`src/pkg/dsrp_pkg.sv`:
```
// constants, state type and command encodings of the serial register port
// assumes a single 125 MHz clock domain for everything that includes it
package dsrp_pkg;
  localparam int CLK_PERIOD_NS = 8;
  localparam int NUM_CONV = 4;
  localparam int CODE_W = 8;
  localparam int FIFO_DEPTH = 8;
  localparam int FIFO_WIDTH = 16;
  // fixed upper slave address bits
  localparam logic [2:0] ADDR_FIXED = 3'h2;
  // bit counter positions inside a nine-clock byte
  localparam logic [3:0] LAST_BIT = 4'h7;
  localparam logic [3:0] ACK_SLOT = 4'h8;
  // command byte fields
  localparam int CMD_OP_HI = 7;
  localparam int CMD_OP_LO = 6;
  localparam int CMD_NV_BIT = 5;
  localparam int CMD_V_BIT = 4;
  localparam logic [1:0] OP_WRITE = 2'h0;
  localparam logic [1:0] OP_READ = 2'h2;
  localparam logic [3:0] SEL_ALL = 4'hf;
  // register type selection {persistent, live}
  localparam logic [1:0] TY_COPY = 2'h0;
  localparam logic [1:0] TY_LIVE = 2'h1;
  localparam logic [1:0] TY_STORED = 2'h2;
  localparam logic [1:0] TY_BOTH = 2'h3;
  // reset and forced values
  localparam logic [7:0] FACTORY_CODE = 8'h00;
  localparam logic [7:0] LIVE_RESET = 8'h00;
  localparam logic [7:0] MUTE_CODE = 8'h00;
  typedef enum logic [4:0] {
    ST_IDLE = 5'h01,
    ST_ADDR = 5'h02,
    ST_CMD = 5'h04,
    ST_DATA = 5'h08,
    ST_SEND = 5'h10
  } dsrp_state_t;
endpackage : dsrp_pkg

```
`src/pkg/dsrp_fifo_if.sv`:
```
// handshake bundle between the serial engine and the write queue
// assumes both ends share one clock
`timescale 1ns/100ps
interface dsrp_fifo_if #(parameter int WIDTH = 16);
  logic wrValid;
  logic wrReady;
  logic [WIDTH-1:0] wrData;
  logic rdValid;
  logic rdReady;
  logic [WIDTH-1:0] rdData;
  modport fifo(input wrValid, input wrData, input rdReady,
               output wrReady, output rdValid, output rdData);
  modport src(output wrValid, output wrData, input wrReady);
  modport snk(input rdValid, input rdData, output rdReady);
endinterface : dsrp_fifo_if

```
`src/hw/dsrp_fifo.sv`:
```
// synchronous queue with valid/ready on both sides
// assumes one clock and an asynchronous active-low reset
`timescale 1ns/100ps
module dsrp_fifo #(
  parameter int WIDTH = 16,
  parameter int DEPTH = 8
) (
  input wire logic clk,
  input wire logic rst_n,
  dsrp_fifo_if.fifo bus
);
  localparam int PW = $clog2(DEPTH);
  logic [WIDTH-1:0] mem [DEPTH];
  logic [PW-1:0] wp_q, wp_d, rp_q, rp_d;
  logic [PW:0] cnt_q, cnt_d;
  logic doWr, doRd;

  // honest full and empty from the fill count
  assign bus.wrReady = (cnt_q != (PW+1)'(DEPTH));
  assign bus.rdValid = (cnt_q != '0);
  assign bus.rdData = mem[rp_q];
  assign doWr = bus.wrValid & bus.wrReady;
  assign doRd = bus.rdValid & bus.rdReady;

  // pointer and count next values
  always_comb begin
    wp_d = wp_q;
    rp_d = rp_q;
    cnt_d = cnt_q;
    if (doWr) begin
      wp_d = (wp_q == PW'(DEPTH - 1)) ? '0 : wp_q + 1'b1;
    end
    if (doRd) begin
      rp_d = (rp_q == PW'(DEPTH - 1)) ? '0 : rp_q + 1'b1;
    end
    if (doWr && !doRd) begin
      cnt_d = cnt_q + 1'b1;
    end else if (doRd && !doWr) begin
      cnt_d = cnt_q - 1'b1;
    end
  end

  always_ff @(posedge clk or negedge rst_n) begin
    if (!rst_n) begin
      wp_q <= '0;
      rp_q <= '0;
      cnt_q <= '0;
    end else begin
      wp_q <= wp_d;
      rp_q <= rp_d;
      cnt_q <= cnt_d;
    end
  end

  // storage, no reset needed
  always_ff @(posedge clk) begin
    if (doWr) begin
      mem[wp_q] <= bus.wrData;
    end
  end
endmodule : dsrp_fifo

```
`src/hw/dsrp_top.sv`:
```
// two-wire slave port and live/stored code registers of a quad converter
// assumes scl, sda, strap and mute pins are asynchronous to clk
//
// Summary of operation
// [RQ1] a live register write changes that converter's output at once
// [RQ2] live codes clear at reset; stored codes survive reset
// [RQ3] after reset every stored code is copied into its live register
// [RQ4] stored codes are zero from the factory (factoryBlank clears them)
// [RQ5] live register loads from serial data or from its stored register
// [RQ6] live and stored registers are both written and read over the port
// [RQ7] general call is not answered; no CBUS support
// [RQ8] only 7-bit addressing; 10-bit headers never match
// [RQ9] bits sampled on scl rise; nine clocks per byte, ninth is acknowledge
// [RQ10] sda change with scl high is a control event, not data
// [RQ11] start is sda fall, stop is sda rise, both with scl high
// [RQ12] stop abandons any transfer; stop in start's high phase may be missed
// [RQ13] repeated start restarts addressing without freeing the bus
// [RQ14] writes may follow each other separated only by repeated starts
// [RQ15] master turns the bus round for reads with a repeated start
// [RQ16] master starts transfers and drives scl at up to 400 kHz
// [RQ17] scl is input only; sda is only ever pulled low
// [RQ18] mute low forces all outputs to low reference code
// [RQ19] four strap pins give the low slave address bits
// [RQ20] shift register decodes command and steers data to registers
// [RQ21] slave address is 010, four strap bits, then read/write bit
// [RQ22] write updates on 26th scl rise; aborted write changes nothing
// [RQ23] matched address is acknowledged by pulling sda low
// [RQ24] write command has top bits 00 then type and converter select
// [RQ25] all bytes travel most significant bit first
`timescale 1ns/100ps
module dsrp_top (
  input wire logic clk,
  input wire logic rst_n,
  input wire logic sclPin,
  input wire logic sdaIn,
  output logic sdaOut,
  output logic sdaOeN,
  input wire logic [3:0] addrStrap,
  input wire logic muteN,
  input wire logic factoryBlank,
  output logic [7:0] convCode0,
  output logic [7:0] convCode1,
  output logic [7:0] convCode2,
  output logic [7:0] convCode3
);
  localparam int NC = dsrp_pkg::NUM_CONV;
  localparam int CW = dsrp_pkg::CODE_W;

  // pin synchronisers, first stage read only by the second
  logic sclM_q, sclS_q, sclD_q, sdaM_q, sdaS_q, sdaD_q;
  logic muteM_q, muteS_q;
  logic [3:0] strapM_q, strapS_q;
  always_ff @(posedge clk or negedge rst_n) begin
    if (!rst_n) begin
      {sclM_q, sclS_q, sclD_q, sdaM_q, sdaS_q, sdaD_q} <= 6'h3f;
      {muteM_q, muteS_q} <= 2'h3;
      strapM_q <= 4'h0;
      strapS_q <= 4'h0;
    end else begin
      {sclM_q, sclS_q, sclD_q} <= {sclPin, sclM_q, sclS_q};
      {sdaM_q, sdaS_q, sdaD_q} <= {sdaIn, sdaM_q, sdaS_q};
      {muteM_q, muteS_q} <= {muteN, muteM_q};
      strapM_q <= addrStrap;
      strapS_q <= strapM_q;
    end
  end

  // bus events from the synchronised lines
  logic sclRise, sclFall, startEv, stopEv;
  assign sclRise = sclS_q & ~sclD_q; // RQ9
  assign sclFall = ~sclS_q & sclD_q;
  assign startEv = sclS_q & sclD_q & sdaD_q & ~sdaS_q; // RQ10 RQ11
  assign stopEv = sclS_q & sclD_q & ~sdaD_q & sdaS_q; // RQ10 RQ11

  // write queue between the serial engine and the register store
  dsrp_fifo_if #(.WIDTH(dsrp_pkg::FIFO_WIDTH)) fifoBus ();
  dsrp_fifo #(.WIDTH(dsrp_pkg::FIFO_WIDTH), .DEPTH(dsrp_pkg::FIFO_DEPTH)) uFifo (
    .clk(clk),
    .rst_n(rst_n),
    .bus(fifoBus.fifo)
  );

  logic [CW-1:0] live_q [NC];
  logic [CW-1:0] live_d [NC];
  logic [CW-1:0] stored_q [NC];
  logic [CW-1:0] stored_d [NC];

  // selects a code for read-back, zero for an unused select
  function automatic logic [7:0] pickCode(input logic [7:0] cmd,
                                         input logic [7:0] lv [NC],
                                         input logic [7:0] st [NC]);
    logic [7:0] r;
    r = 8'h00;
    if (cmd[3:2] == 2'h0) begin
      r = cmd[dsrp_pkg::CMD_NV_BIT] ? st[cmd[1:0]] : lv[cmd[1:0]];
    end
    return r;
  endfunction : pickCode

  // serial engine state
  dsrp_pkg::dsrp_state_t state_q, state_d;
  logic [3:0] cnt_q, cnt_d;
  logic [7:0] shift_q, shift_d, cmd_q, cmd_d, tx_q, tx_d, rxByte;
  logic ackFlag_q, ackFlag_d, rw_q, rw_d, oeN_q, oeN_d, push;

  // serial engine next state
  always_comb begin
    state_d = state_q;
    cnt_d = cnt_q;
    shift_d = shift_q;
    cmd_d = cmd_q;
    tx_d = tx_q;
    ackFlag_d = ackFlag_q;
    rw_d = rw_q;
    oeN_d = oeN_q;
    push = 1'b0;
    rxByte = {shift_q[6:0], sdaS_q}; // RQ25
    if (stopEv) begin
      state_d = dsrp_pkg::ST_IDLE; // RQ12
      oeN_d = 1'b1;
    end else if (startEv) begin
      state_d = dsrp_pkg::ST_ADDR; // RQ11 RQ13 RQ14
      cnt_d = 4'h0;
      oeN_d = 1'b1;
    end else if (sclRise && state_q != dsrp_pkg::ST_IDLE) begin
      if (cnt_q != dsrp_pkg::ACK_SLOT) begin
        shift_d = rxByte; // RQ20
        cnt_d = cnt_q + 4'h1;
        if (cnt_q == dsrp_pkg::LAST_BIT) begin
          case (state_q)
            dsrp_pkg::ST_ADDR: begin
              ackFlag_d = (rxByte[7:1] == {dsrp_pkg::ADDR_FIXED, strapS_q}); // RQ7 RQ8 RQ19 RQ21
              rw_d = rxByte[0];
            end
            dsrp_pkg::ST_CMD: begin
              cmd_d = rxByte; // RQ20 RQ24
              ackFlag_d = (rxByte[7:6] == dsrp_pkg::OP_WRITE) ||
                          (rxByte[7:6] == dsrp_pkg::OP_READ);
            end
            dsrp_pkg::ST_DATA: begin
              ackFlag_d = (cmd_q[7:6] == dsrp_pkg::OP_WRITE) && fifoBus.wrReady;
              push = ackFlag_d; // RQ22
            end
            default: begin
              ackFlag_d = 1'b0;
            end
          endcase
        end
      end else begin
        // ninth clock: acknowledge sampled, choose next byte
        cnt_d = 4'h0;
        tx_d = pickCode(cmd_q, live_q, stored_q); // RQ6
        case (state_q)
          dsrp_pkg::ST_ADDR: begin
            state_d = !ackFlag_q ? dsrp_pkg::ST_IDLE :
                      (rw_q ? dsrp_pkg::ST_SEND : dsrp_pkg::ST_CMD);
          end
          dsrp_pkg::ST_CMD: begin
            state_d = ackFlag_q ? dsrp_pkg::ST_DATA : dsrp_pkg::ST_IDLE;
          end
          dsrp_pkg::ST_SEND: begin
            state_d = sdaS_q ? dsrp_pkg::ST_IDLE : dsrp_pkg::ST_SEND;
          end
          default: begin
            state_d = dsrp_pkg::ST_IDLE;
          end
        endcase
      end
    end else if (sclFall) begin
      // sda changes only while scl is low
      if (state_q == dsrp_pkg::ST_IDLE) begin
        oeN_d = 1'b1;
      end else if (cnt_q == dsrp_pkg::ACK_SLOT) begin
        oeN_d = !(ackFlag_q && state_q != dsrp_pkg::ST_SEND); // RQ9 RQ23
      end else if (state_q == dsrp_pkg::ST_SEND) begin
        oeN_d = tx_q[3'(dsrp_pkg::LAST_BIT - cnt_q)]; // RQ25
      end else begin
        oeN_d = 1'b1;
      end
    end
  end

  always_ff @(posedge clk or negedge rst_n) begin
    if (!rst_n) begin
      state_q <= dsrp_pkg::ST_IDLE;
      cnt_q <= 4'h0;
      shift_q <= 8'h00;
      cmd_q <= 8'h00;
      tx_q <= 8'h00;
      ackFlag_q <= 1'b0;
      rw_q <= 1'b0;
      oeN_q <= 1'b1;
    end else begin
      state_q <= state_d;
      cnt_q <= cnt_d;
      shift_q <= shift_d;
      cmd_q <= cmd_d;
      tx_q <= tx_d;
      ackFlag_q <= ackFlag_d;
      rw_q <= rw_d;
      oeN_q <= oeN_d;
    end
  end

  // open-drain pin: data low always, only the enable moves
  assign sdaOut = 1'b0; // RQ17
  assign sdaOeN = oeN_q; // RQ17
  assign fifoBus.wrValid = push;
  assign fifoBus.wrData = {cmd_q, rxByte};

  // register store: copy after reset, then drain queued writes
  logic initBusy_q;
  logic [7:0] qCmd, qDat;
  logic [1:0] qTy;
  assign qCmd = fifoBus.rdData[15:8];
  assign qDat = fifoBus.rdData[7:0];
  assign qTy = {qCmd[dsrp_pkg::CMD_NV_BIT], qCmd[dsrp_pkg::CMD_V_BIT]};
  assign fifoBus.rdReady = ~initBusy_q;

  always_comb begin
    live_d = live_q;
    stored_d = stored_q;
    if (initBusy_q) begin
      live_d = stored_q; // RQ3
    end else if (fifoBus.rdValid) begin
      if (qCmd[3:0] == dsrp_pkg::SEL_ALL) begin
        if (qTy == dsrp_pkg::TY_LIVE) begin
          live_d = '{default: qDat}; // RQ1
        end
      end else if (qCmd[3:2] == 2'h0) begin
        case (qTy)
          dsrp_pkg::TY_COPY: live_d[qCmd[1:0]] = stored_q[qCmd[1:0]]; // RQ5
          dsrp_pkg::TY_LIVE: live_d[qCmd[1:0]] = qDat; // RQ1 RQ5
          dsrp_pkg::TY_STORED: stored_d[qCmd[1:0]] = qDat; // RQ6
          dsrp_pkg::TY_BOTH: begin
            live_d[qCmd[1:0]] = qDat;
            stored_d[qCmd[1:0]] = qDat;
          end
          default: live_d = live_q;
        endcase
      end
    end
    if (factoryBlank) begin
      stored_d = '{default: dsrp_pkg::FACTORY_CODE}; // RQ4
    end
  end

  // live codes and the output stage clear at reset
  logic [CW-1:0] out_q [NC];
  always_ff @(posedge clk or negedge rst_n) begin
    if (!rst_n) begin
      initBusy_q <= 1'b1;
      live_q <= '{default: dsrp_pkg::LIVE_RESET}; // RQ2
      out_q <= '{default: dsrp_pkg::MUTE_CODE};
    end else begin
      initBusy_q <= 1'b0;
      live_q <= live_d;
      for (int i = 0; i < NC; i++) begin
        out_q[i] <= (!muteS_q || initBusy_q) ? dsrp_pkg::MUTE_CODE : live_d[i]; // RQ18 RQ1
      end
    end
  end

  // stored codes are untouched by reset
  always_ff @(posedge clk) begin
    stored_q <= stored_d; // RQ2
  end

  assign convCode0 = out_q[0];
  assign convCode1 = out_q[1];
  assign convCode2 = out_q[2];
  assign convCode3 = out_q[3];
endmodule : dsrp_top

```
`config.mk`:
```
export PLATFORM = sky130hd
export DESIGN_NAME = dsrp_top
export DESIGN_NICKNAME = d
export VERILOG_FILES = /design/src/pkg/dsrp_pkg.sv /design/src/pkg/dsrp_fifo_if.sv /design/src/hw/dsrp_fifo.sv /design/src/hw/dsrp_top.sv
export SDC_FILE = /design/constraint.sdc
export NUM_CORES = 1
export LEC_CHECK = 0
export ABC_AREA = 1
export BUFFER_PORTS_ARGS = -buffer_cell sky130_fd_sc_hd__buf_2
export CAP_MARGIN = 20
export CORE_UTILIZATION = 40
export CTS_CLUSTER_DIAMETER = 150
export CTS_CLUSTER_SIZE = 14
export DETAILED_ROUTE_END_ITERATION = 8
export GPL_ROUTABILITY_DRIVEN = 0
export SLEW_MARGIN = 20
export SYNTH_ARGS = -nofsm -noshare
export SYNTH_HDL_FRONTEND = slang
export SYNTH_SLANG_ARGS = --single-unit
```
`constraint.sdc`:
```
create_clock -name clk -period 3.2 [get_ports clk]
set_clock_uncertainty 0.05 [all_clocks]
set_input_delay 0.32 -clock clk [delete_from_list [all_inputs] [get_ports clk]]
set_output_delay 0.32 -clock clk [all_outputs]
set_load 0.005 [all_outputs]
```
## Yosys cells after proc, flatten, opt, wreduce, memory -nomap -nowiden

Memories as Yosys holds them, arrays and structs flattened.
Index checks and enable logic that the tools add are counted.

| storage, ports and cells | value |
|---|---|
| memory bits (writable) | 128 |
| memories kept | 1 |
| register bits | 158 |

Memory list:

| memory | depth | bits a word | read ports | clocked after Yosys merged registers in | wr ports | RTL line | RTL |
|---|---|---|---|---|---|---|---|
| uFifo.mem | 8 | 16 | 1 | 0 | 1 | dsrp_fifo.sv:13 | `logic [WIDTH-1:0] mem [DEPTH];` |

| operators by class | value |
|---|---|
| reduce and logical (&&, ||, !) cells | 33 |
| equal/unequal tests | 21 |
| mux-type cells | 60 |
| $lt $le $gt $ge | 4 |
| bitwise logic cells | 20 |
| $add $sub $neg | 6 |

Operators by type and width:

| cell | count |
|---|---|
| 32-bit 2-to-1 mux | 5 |
| 8-bit 2-to-1 mux | 13 |
| 32-bit bitwise mux | 3 |
| 32-bit case mux with 2 select lines | 1 |
| 8-bit binary-select mux with 2-bit select | 3 |
| 5-bit 2-to-1 mux | 7 |
| 4-bit 2-to-1 mux | 6 |
| 8-bit demux with 2-bit select | 1 |
| 1-bit 2-to-1 mux | 16 |
| 5-bit case mux with 3 select lines | 1 |
| 6-bit AND reduction | 2 |
| 2-bit zero test | 5 |
| 5-bit AND reduction | 2 |
| 1-bit AND | 9 |
| 1-bit inverter | 9 |
| 4-bit by 1-bit adder with 4-bit output, second input constant | 2 |
| 4-bit equality test, second input constant | 2 |
| 4-bit != test, second input constant | 2 |
| 4-bit AND reduction | 2 |
| 7-bit by 6-bit equality test with 1-bit output | 1 |
| 3-bit by 1-bit adder with 3-bit output, second input constant | 2 |
| 2-bit equality test, second input constant | 3 |
| 3-bit equality test, second input constant | 2 |
| 3-bit greater-or-equal comparator, second input constant | 2 |
| 26 further kinds | 43 |

## Depth between registers and ports, before layout

| depth | value |
|---|---|
| depth after elaboration | 13 |
| depth in mapped cells | 19 |
| gate-level depth less buffers | 17 |

## Hierarchy

A second synthesis with hierarchy kept.

| unflattened totals | value |
|---|---|
| cells, all modules | 1893 |
| area total of the unflattened synthesis | 14644.0 µm² |

By module, submodules not included:

| module | cells each | sequential area each (µm²) | instances | area each (µm²) |
|---|---|---|---|---|
| dsrp_top | 1256 | 3557.2 | 1 | 8528.2 |
| dsrp_fifo | 637 | 4093.9 | 1 | 6115.9 |

## Worst setup path before layout

No wires, ideal clock.

| timing | value |
|---|---|
| path kind | register to register |
| from | reg sclS_q |
| to | mem uFifo.mem[0][0] (enable) |
| arrival | 2.621 ns |
| library setup time | 0.403 ns |
| setup slack | 0.126 ns |
| stages on the path, launching flop included | 9 |
| cell sequence | dfstp_2 -> inv_1 -> nor3_1 -> inv_1 -> nor3_2 -> nand2_1 -> inv_1 -> nand2_1 -> nor3_1 |

| between the ends | value |
|---|---|
| longest elaborated chain between the ends | 8 |
| elaborated cells between the ends (all ways) | 13 |
| those cells by class | 5 x mux; 7 x bitwise; 1 x reduce/logical |

Ends and longest elaborated chain:

| what | RTL line | RTL |
|---|---|---|
| start: declaration | dsrp_top.sv:50 | `logic sclM_q, sclS_q, sclD_q, sdaM_q, sdaS_q, sdaD_q;` |
| start signal: assignment | dsrp_top.sv:60 | `{sclM_q, sclS_q, sclD_q} <= {sclPin, sclM_q, sclS_q};` |
| 1-bit AND (on tied branches) | dsrp_top.sv:72, dsrp_top.sv:73, dsrp_top.sv:70 |  |
| 1-bit AND / 1-bit logical AND (equally long branches) | dsrp_top.sv:72, dsrp_top.sv:125 |  |
| 1-bit AND / 1-bit 2-to-1 mux (equally long branches) | dsrp_top.sv:72, dsrp_top.sv:125 |  |
| 1-bit 2-to-1 mux | dsrp_top.sv:121 | `end else if (startEv) begin` |
| 1-bit 2-to-1 mux (*) | dsrp_top.sv:118 | `if (stopEv) begin` |
| 1-bit AND (*) | dsrp_fifo.sv:22 | `assign doWr = bus.wrValid & bus.wrReady;` |
| via uFifo.doWr | dsrp_fifo.sv:16 | `logic doWr, doRd;` |
| 1-bit 2-to-1 mux (*) | dsrp_fifo.sv:57 | `if (doWr) begin` |
| 1-bit 2-to-1 mux (implied by the code) (*) | dsrp_fifo.sv:58 | `mem[wp_q] <= bus.wrData;` |
| end: declaration | dsrp_fifo.sv:13 |  |

Mark *: on every way through the listed nets, which the timed path passes. The rest lies on a longest branch.

## Final worst setup path

| timing | value |
|---|---|
| from | reg uFifo.rp_q[0] |
| to | reg out_q (netlist bit convCode0[3]) |

| between the ends | value |
|---|---|
| longest elaborated chain between the ends | 13 |
| elaborated cells between the ends (all ways) | 25 |
| those cells by class | 2 x order compare; 3 x eq/ne; 14 x mux; 1 x bitwise; 4 x reduce/logical; 1 x memory |

Ends and longest elaborated chain:

| what | RTL line | RTL |
|---|---|---|
| start: declaration | dsrp_fifo.sv:14 | `logic [PW-1:0] wp_q, wp_d, rp_q, rp_d;` |
| start signal: assignment | dsrp_fifo.sv:50 | `rp_q <= rp_d;` |
| memory 8 x 16 bit (*) | - |  |
| 2-bit inverter with 3-bit output (implied by the code) | dsrp_top.sv:232, dsrp_top.sv:233, dsrp_top.sv:236 |  |
| 3-bit greater-or-equal comparator (implied by the code) / 3-bit by 1-bit less-than comparator with 1-bit output (equally long branches) | dsrp_top.sv:232, dsrp_top.sv:233, dsrp_top.sv:236 |  |
| 1-bit logical AND (implied by the code) | dsrp_top.sv:232, dsrp_top.sv:233, dsrp_top.sv:236 |  |
| 8-bit 2-to-1 mux (implied by the code) | dsrp_top.sv:232, dsrp_top.sv:233, dsrp_top.sv:236 |  |
| 8-bit demux with 2-bit select | dsrp_top.sv:232, dsrp_top.sv:233, dsrp_top.sv:236 |  |
| 32-bit bitwise mux (on tied branches) | dsrp_top.sv:233, dsrp_top.sv:236, dsrp_top.sv:232 |  |
| 32-bit case mux with 2 select lines | dsrp_top.sv:231 | `case (qTy)` |
| 32-bit 2-to-1 mux | dsrp_top.sv:230 | `end else if (qCmd[3:2] == 2'h0) begin` |
| 32-bit 2-to-1 mux (*) | dsrp_top.sv:226 | `if (qCmd[3:0] == dsrp_pkg::SEL_ALL) begin` |
| 32-bit 2-to-1 mux (*) | dsrp_top.sv:225 | `end else if (fifoBus.rdValid) begin` |
| 32-bit 2-to-1 mux (*) | dsrp_top.sv:223 | `if (initBusy_q) begin` |
| 8-bit 2-to-1 mux (*) | dsrp_top.sv:259 | `out_q[i] <= (!muteS_q \|\| initBusy_q) ? dsrp_pkg::MUTE_CODE : live_d[i];` |
| end signal: indexed assignment | dsrp_top.sv:259 |  |
| end: declaration | dsrp_top.sv:249 | `logic [CW-1:0] out_q [NC];` |

Mark *: on every way between the ends. The rest lies on a longest branch, timed or not. The select of a mux whose other input is x is not followed.
A chain may end at the register's enable or synchronous reset.

==> results.yml <==
final_layout:
  drive_gt1_share_pct: 12.3
  fin_cells: 2149
  syn_to_final_growth_pct: 11.0
  final_common_cell: "nand2_1"
  n_antenna_cell: 0
  layout_common_cells: "nand2_1, nor2_1, o21ai_0"
  nFillCells: 3385
  postLayoutCellArea_um2: 15300
  fin_util_pct: 45.3
  final_nets: 1704
sta:
  rsz0062_at_grt: "true"
  fin_crit_ns: 2.91
  slew_viol_final: 0
  max-slew-margin-rel_pct: 41.9
  setup_viol: 0
  max_slew.worst_pin.slew_ns: 0.871
  fmax_mhz: 344
  fin_ws_ns: 0.289
  finalHoldViolCount: 0
  fin_crit_sh_pct: 91.0
global_route:
  grt_first_pass_wirelength_mm: 61.2
  grt_usage_pct: 22.0
  grt_max_degree: 65
  first_global_vias: 10800
  gr-total-overflow: 0
  antenna_found_initial: 0
clocking:
  cts_buffer_depth: 3
  clkTransAtPathRegs_ns: 0.08
  cts_root_buf: "clkbuf_16"
  postCtsSetupRepairBufs: 0
  cts_tree: "built"
  cts_num_sinks: 270
  clk_latency_ns: 0.55
  cts_buffers: 23
  htreeDepth: 1
placement:
  io_buffer_count: 42
  dp_hpwl_mm: 26.1
  post_dp_cell_area_um2: 14500
  placedCellCount: 2099
  dpl_worst_slack_ns: 0.241
pwr:
  power_mw: 6.94
  p_leak_nw: 7.01
  power_density_nw_per_um2: 455
  irDropWorstVdd_mv: 0.338
setup_path:
  setup.worst_path.class: "flop to flop"
  cp.required_ns: 3.62
  worstSetupStartpointType: "flop"
  cp-end-kind: "flop"
  crit_family: "simple AND/OR/NAND/NOR gates"
  cp.depth: 15
  worst_path_largest_cell_delay_ns: 0.49
  critPathMaxFanout: 32
  path_common_cell: "nand2_1"
  rr_worst_depth: 15
  critPathArrivalTime_ns: 3.33
  path_cells: "inv_2, buf_4, nand2_1, nand3_2, nand3_4, nand2_4, buf_4, nand2_2, nand2_1, nand3_1, nand4_1, nand2_1, nand2_1, nand2_1, nor2_1"
  worst-path-buf-inv: 3
  critPathSlowestCell: "dfrtp_2"
floorplan:
  pin_count: 44
  core_um2: 33700
  die_area_um2: 35100
  die_y_um: 187
  initial_core_util_pct: 40.8
  std_cell_rows: 67
  die_x_um: 187
route:
  drc: 0
  wl_per_cell_um: 17.9
  firstDrtPassIters: 6
  routed_wirelength_mm: 38.4
  vias_per_cell: 5.34
  via_count: 11500
  drtAntennaViolNets: 0
  dr.first_iter.drc_count: 1077
logic_synthesis:
  synth.ff_latch_count: 270
  async_flop_share_pct: 46.7
  ys.flop_type: "dfrtp_1"
  synth_area_um2: 13700
  ys_types: 51
  ys_seq_area_share_pct: 52.2
  netlist_top_cells_area: "edfxtp_1, dfrtp_1, nand2_1, dfxtp_1, o21ai_0"
  synth_edf_count: 112
  synth_top_area_share_pct: 24.5
  yosysTopAreaCell: "edfxtp_1"
  syn_inst: 1641
  syn_area_per_cell_um2: 8.38
  yosysWarnings: 0
status:
  status: "finished clean"
flow_run:
  drv_cap: 0
min_path:
  min_path_type: "input pin to asynchronous set/reset pin"
-- cells in the mapped netlist, drive strengths merged (25+ instances only) --
cell type and number:
buf 51, a21oi 115, inv 121, nand3 107
nand2 536, a31oi 25, edfxtp 112, a211oi 32
clkbuf 35, dfxtp 32, nor2 134, dfrtp 115
o21ai 142
-- worst register-to-register path: stages, from the launching register on --
cell and delay (ns):
dfrtp_2 0.49, inv_2 0.30, buf_4 0.26, nand2_1 0.10, nand3_2 0.09, nand3_4 0.11
nand2_4 0.11, buf_4 0.35, nand2_2 0.28, nand2_1 0.15, nand3_1 0.10, nand4_1 0.14
nand2_1 0.07, nand2_1 0.07, nand2_1 0.07, nor2_1 0.12
-- layout make-up --
| class | instances | area, µm² | area share, % |
|---|---|---|---|
| Sequential cell | 270 | 7170 | 47.0 |
| Multi-Input combinational cell | 1163 | 5670 | 37.2 |
| Timing Repair Buffer | 103 | 719 | 4.72 |
| Clock buffer | 40 | 639 | 4.19 |
| Tap cell | 448 | 561 | 3.67 |
| Inverter | 123 | 464 | 3.04 |
| Clock inverter | 2 | 31.3 | 0.205 |
-- metal layers --
layer	GRT usage, %	vias to the layer above	wire (µm)
met5	0	-	0
met4	7.88	0	1380
met3	3.40	71	2710
met2	34.4	421	17200
met1	30.8	5433	17100
li1	-	5555	-
-- registers in the layout, summed over array words and instances, names as in the netlist, 3 cells and up --
signal       count
convCode0        8
uFifo.mem      112
strapM_q         4
tx_q             8
uFifo.cnt_q      4
convCode1        8
live_q          32
convCode3        8
strapS_q         4
state_q          5
uFifo.wp_q       3
stored_q        32
shift_q          7
convCode2        8
cnt_q            4
cmd_q            8
uFifo.rp_q       3
-- kinds of logic (layout without fill, tap and decap cells) --
family / count (synthesis) / after routing / synth area share (%)
AO/OA/AOI/OAI: 330 / 330 / 14.1
XOR/XNOR: 6 / 6 / 0.382
adder cells (fa/ha/maj): 10 / 10 / 0.965
buffers and inverters: 209 / 268 / 7.02
flip-flops: 270 / 270 / 52.2
other: 1 / 2 / 0.0273
AND/OR/NAND/NOR: 815 / 815 / 25.3
-- power breakdown --
part	leakage, nW	total (mW)	switching, mW	internal (mW)
Clock	0.319	2.66	1.29	1.37
Sequential	3.09	3.94	0.172	3.77
Combinational	3.60	0.335	0.226	0.109
Total	7.01	6.94	1.69	5.25
-- worst paths after layout --
check                                          start                      to  slack [ns]
max                        uFifo.rp_q[0]$_DFFE_PN0P_  convCode0[3]$_DFF_PN0_        0.29
min                                            rst_n    live_q[31]$_DFF_PN0_        0.30
max reg2reg                uFifo.rp_q[0]$_DFFE_PN0P_  convCode0[3]$_DFF_PN0_        0.29
min reg2reg                    strapM_q[1]$_DFF_PN0_   strapS_q[1]$_DFF_PN0_        0.30
max in group asynchronous                      rst_n  state_q[0]$_DFFE_PN1P_        2.04
min in group clk               strapM_q[1]$_DFF_PN0_   strapS_q[1]$_DFF_PN0_        0.30
-- through the flow --
| step | hold WS (ns) | setup TNS, ns |
|---|---|---|
| final | 0.298 | 0 |
| after global routing | 0.311 | -0.0253 |
| after CTS | 0.303 | 0 |
| after detailed placement | 0.287 | 0 |
| after global placement | 0.283 | 0 |
| after floorplan | -0.0256 | 0 |
-- repair_timing --
action / 4_1_cts / 5_1_grt
endpoints found under the setup margin: 0 / 4
gates resized for setup: 0 / 4
hold buffers: 8 / 0
endpoints found under the hold margin: 61 / 0
(Power assumes the default switching activity.)
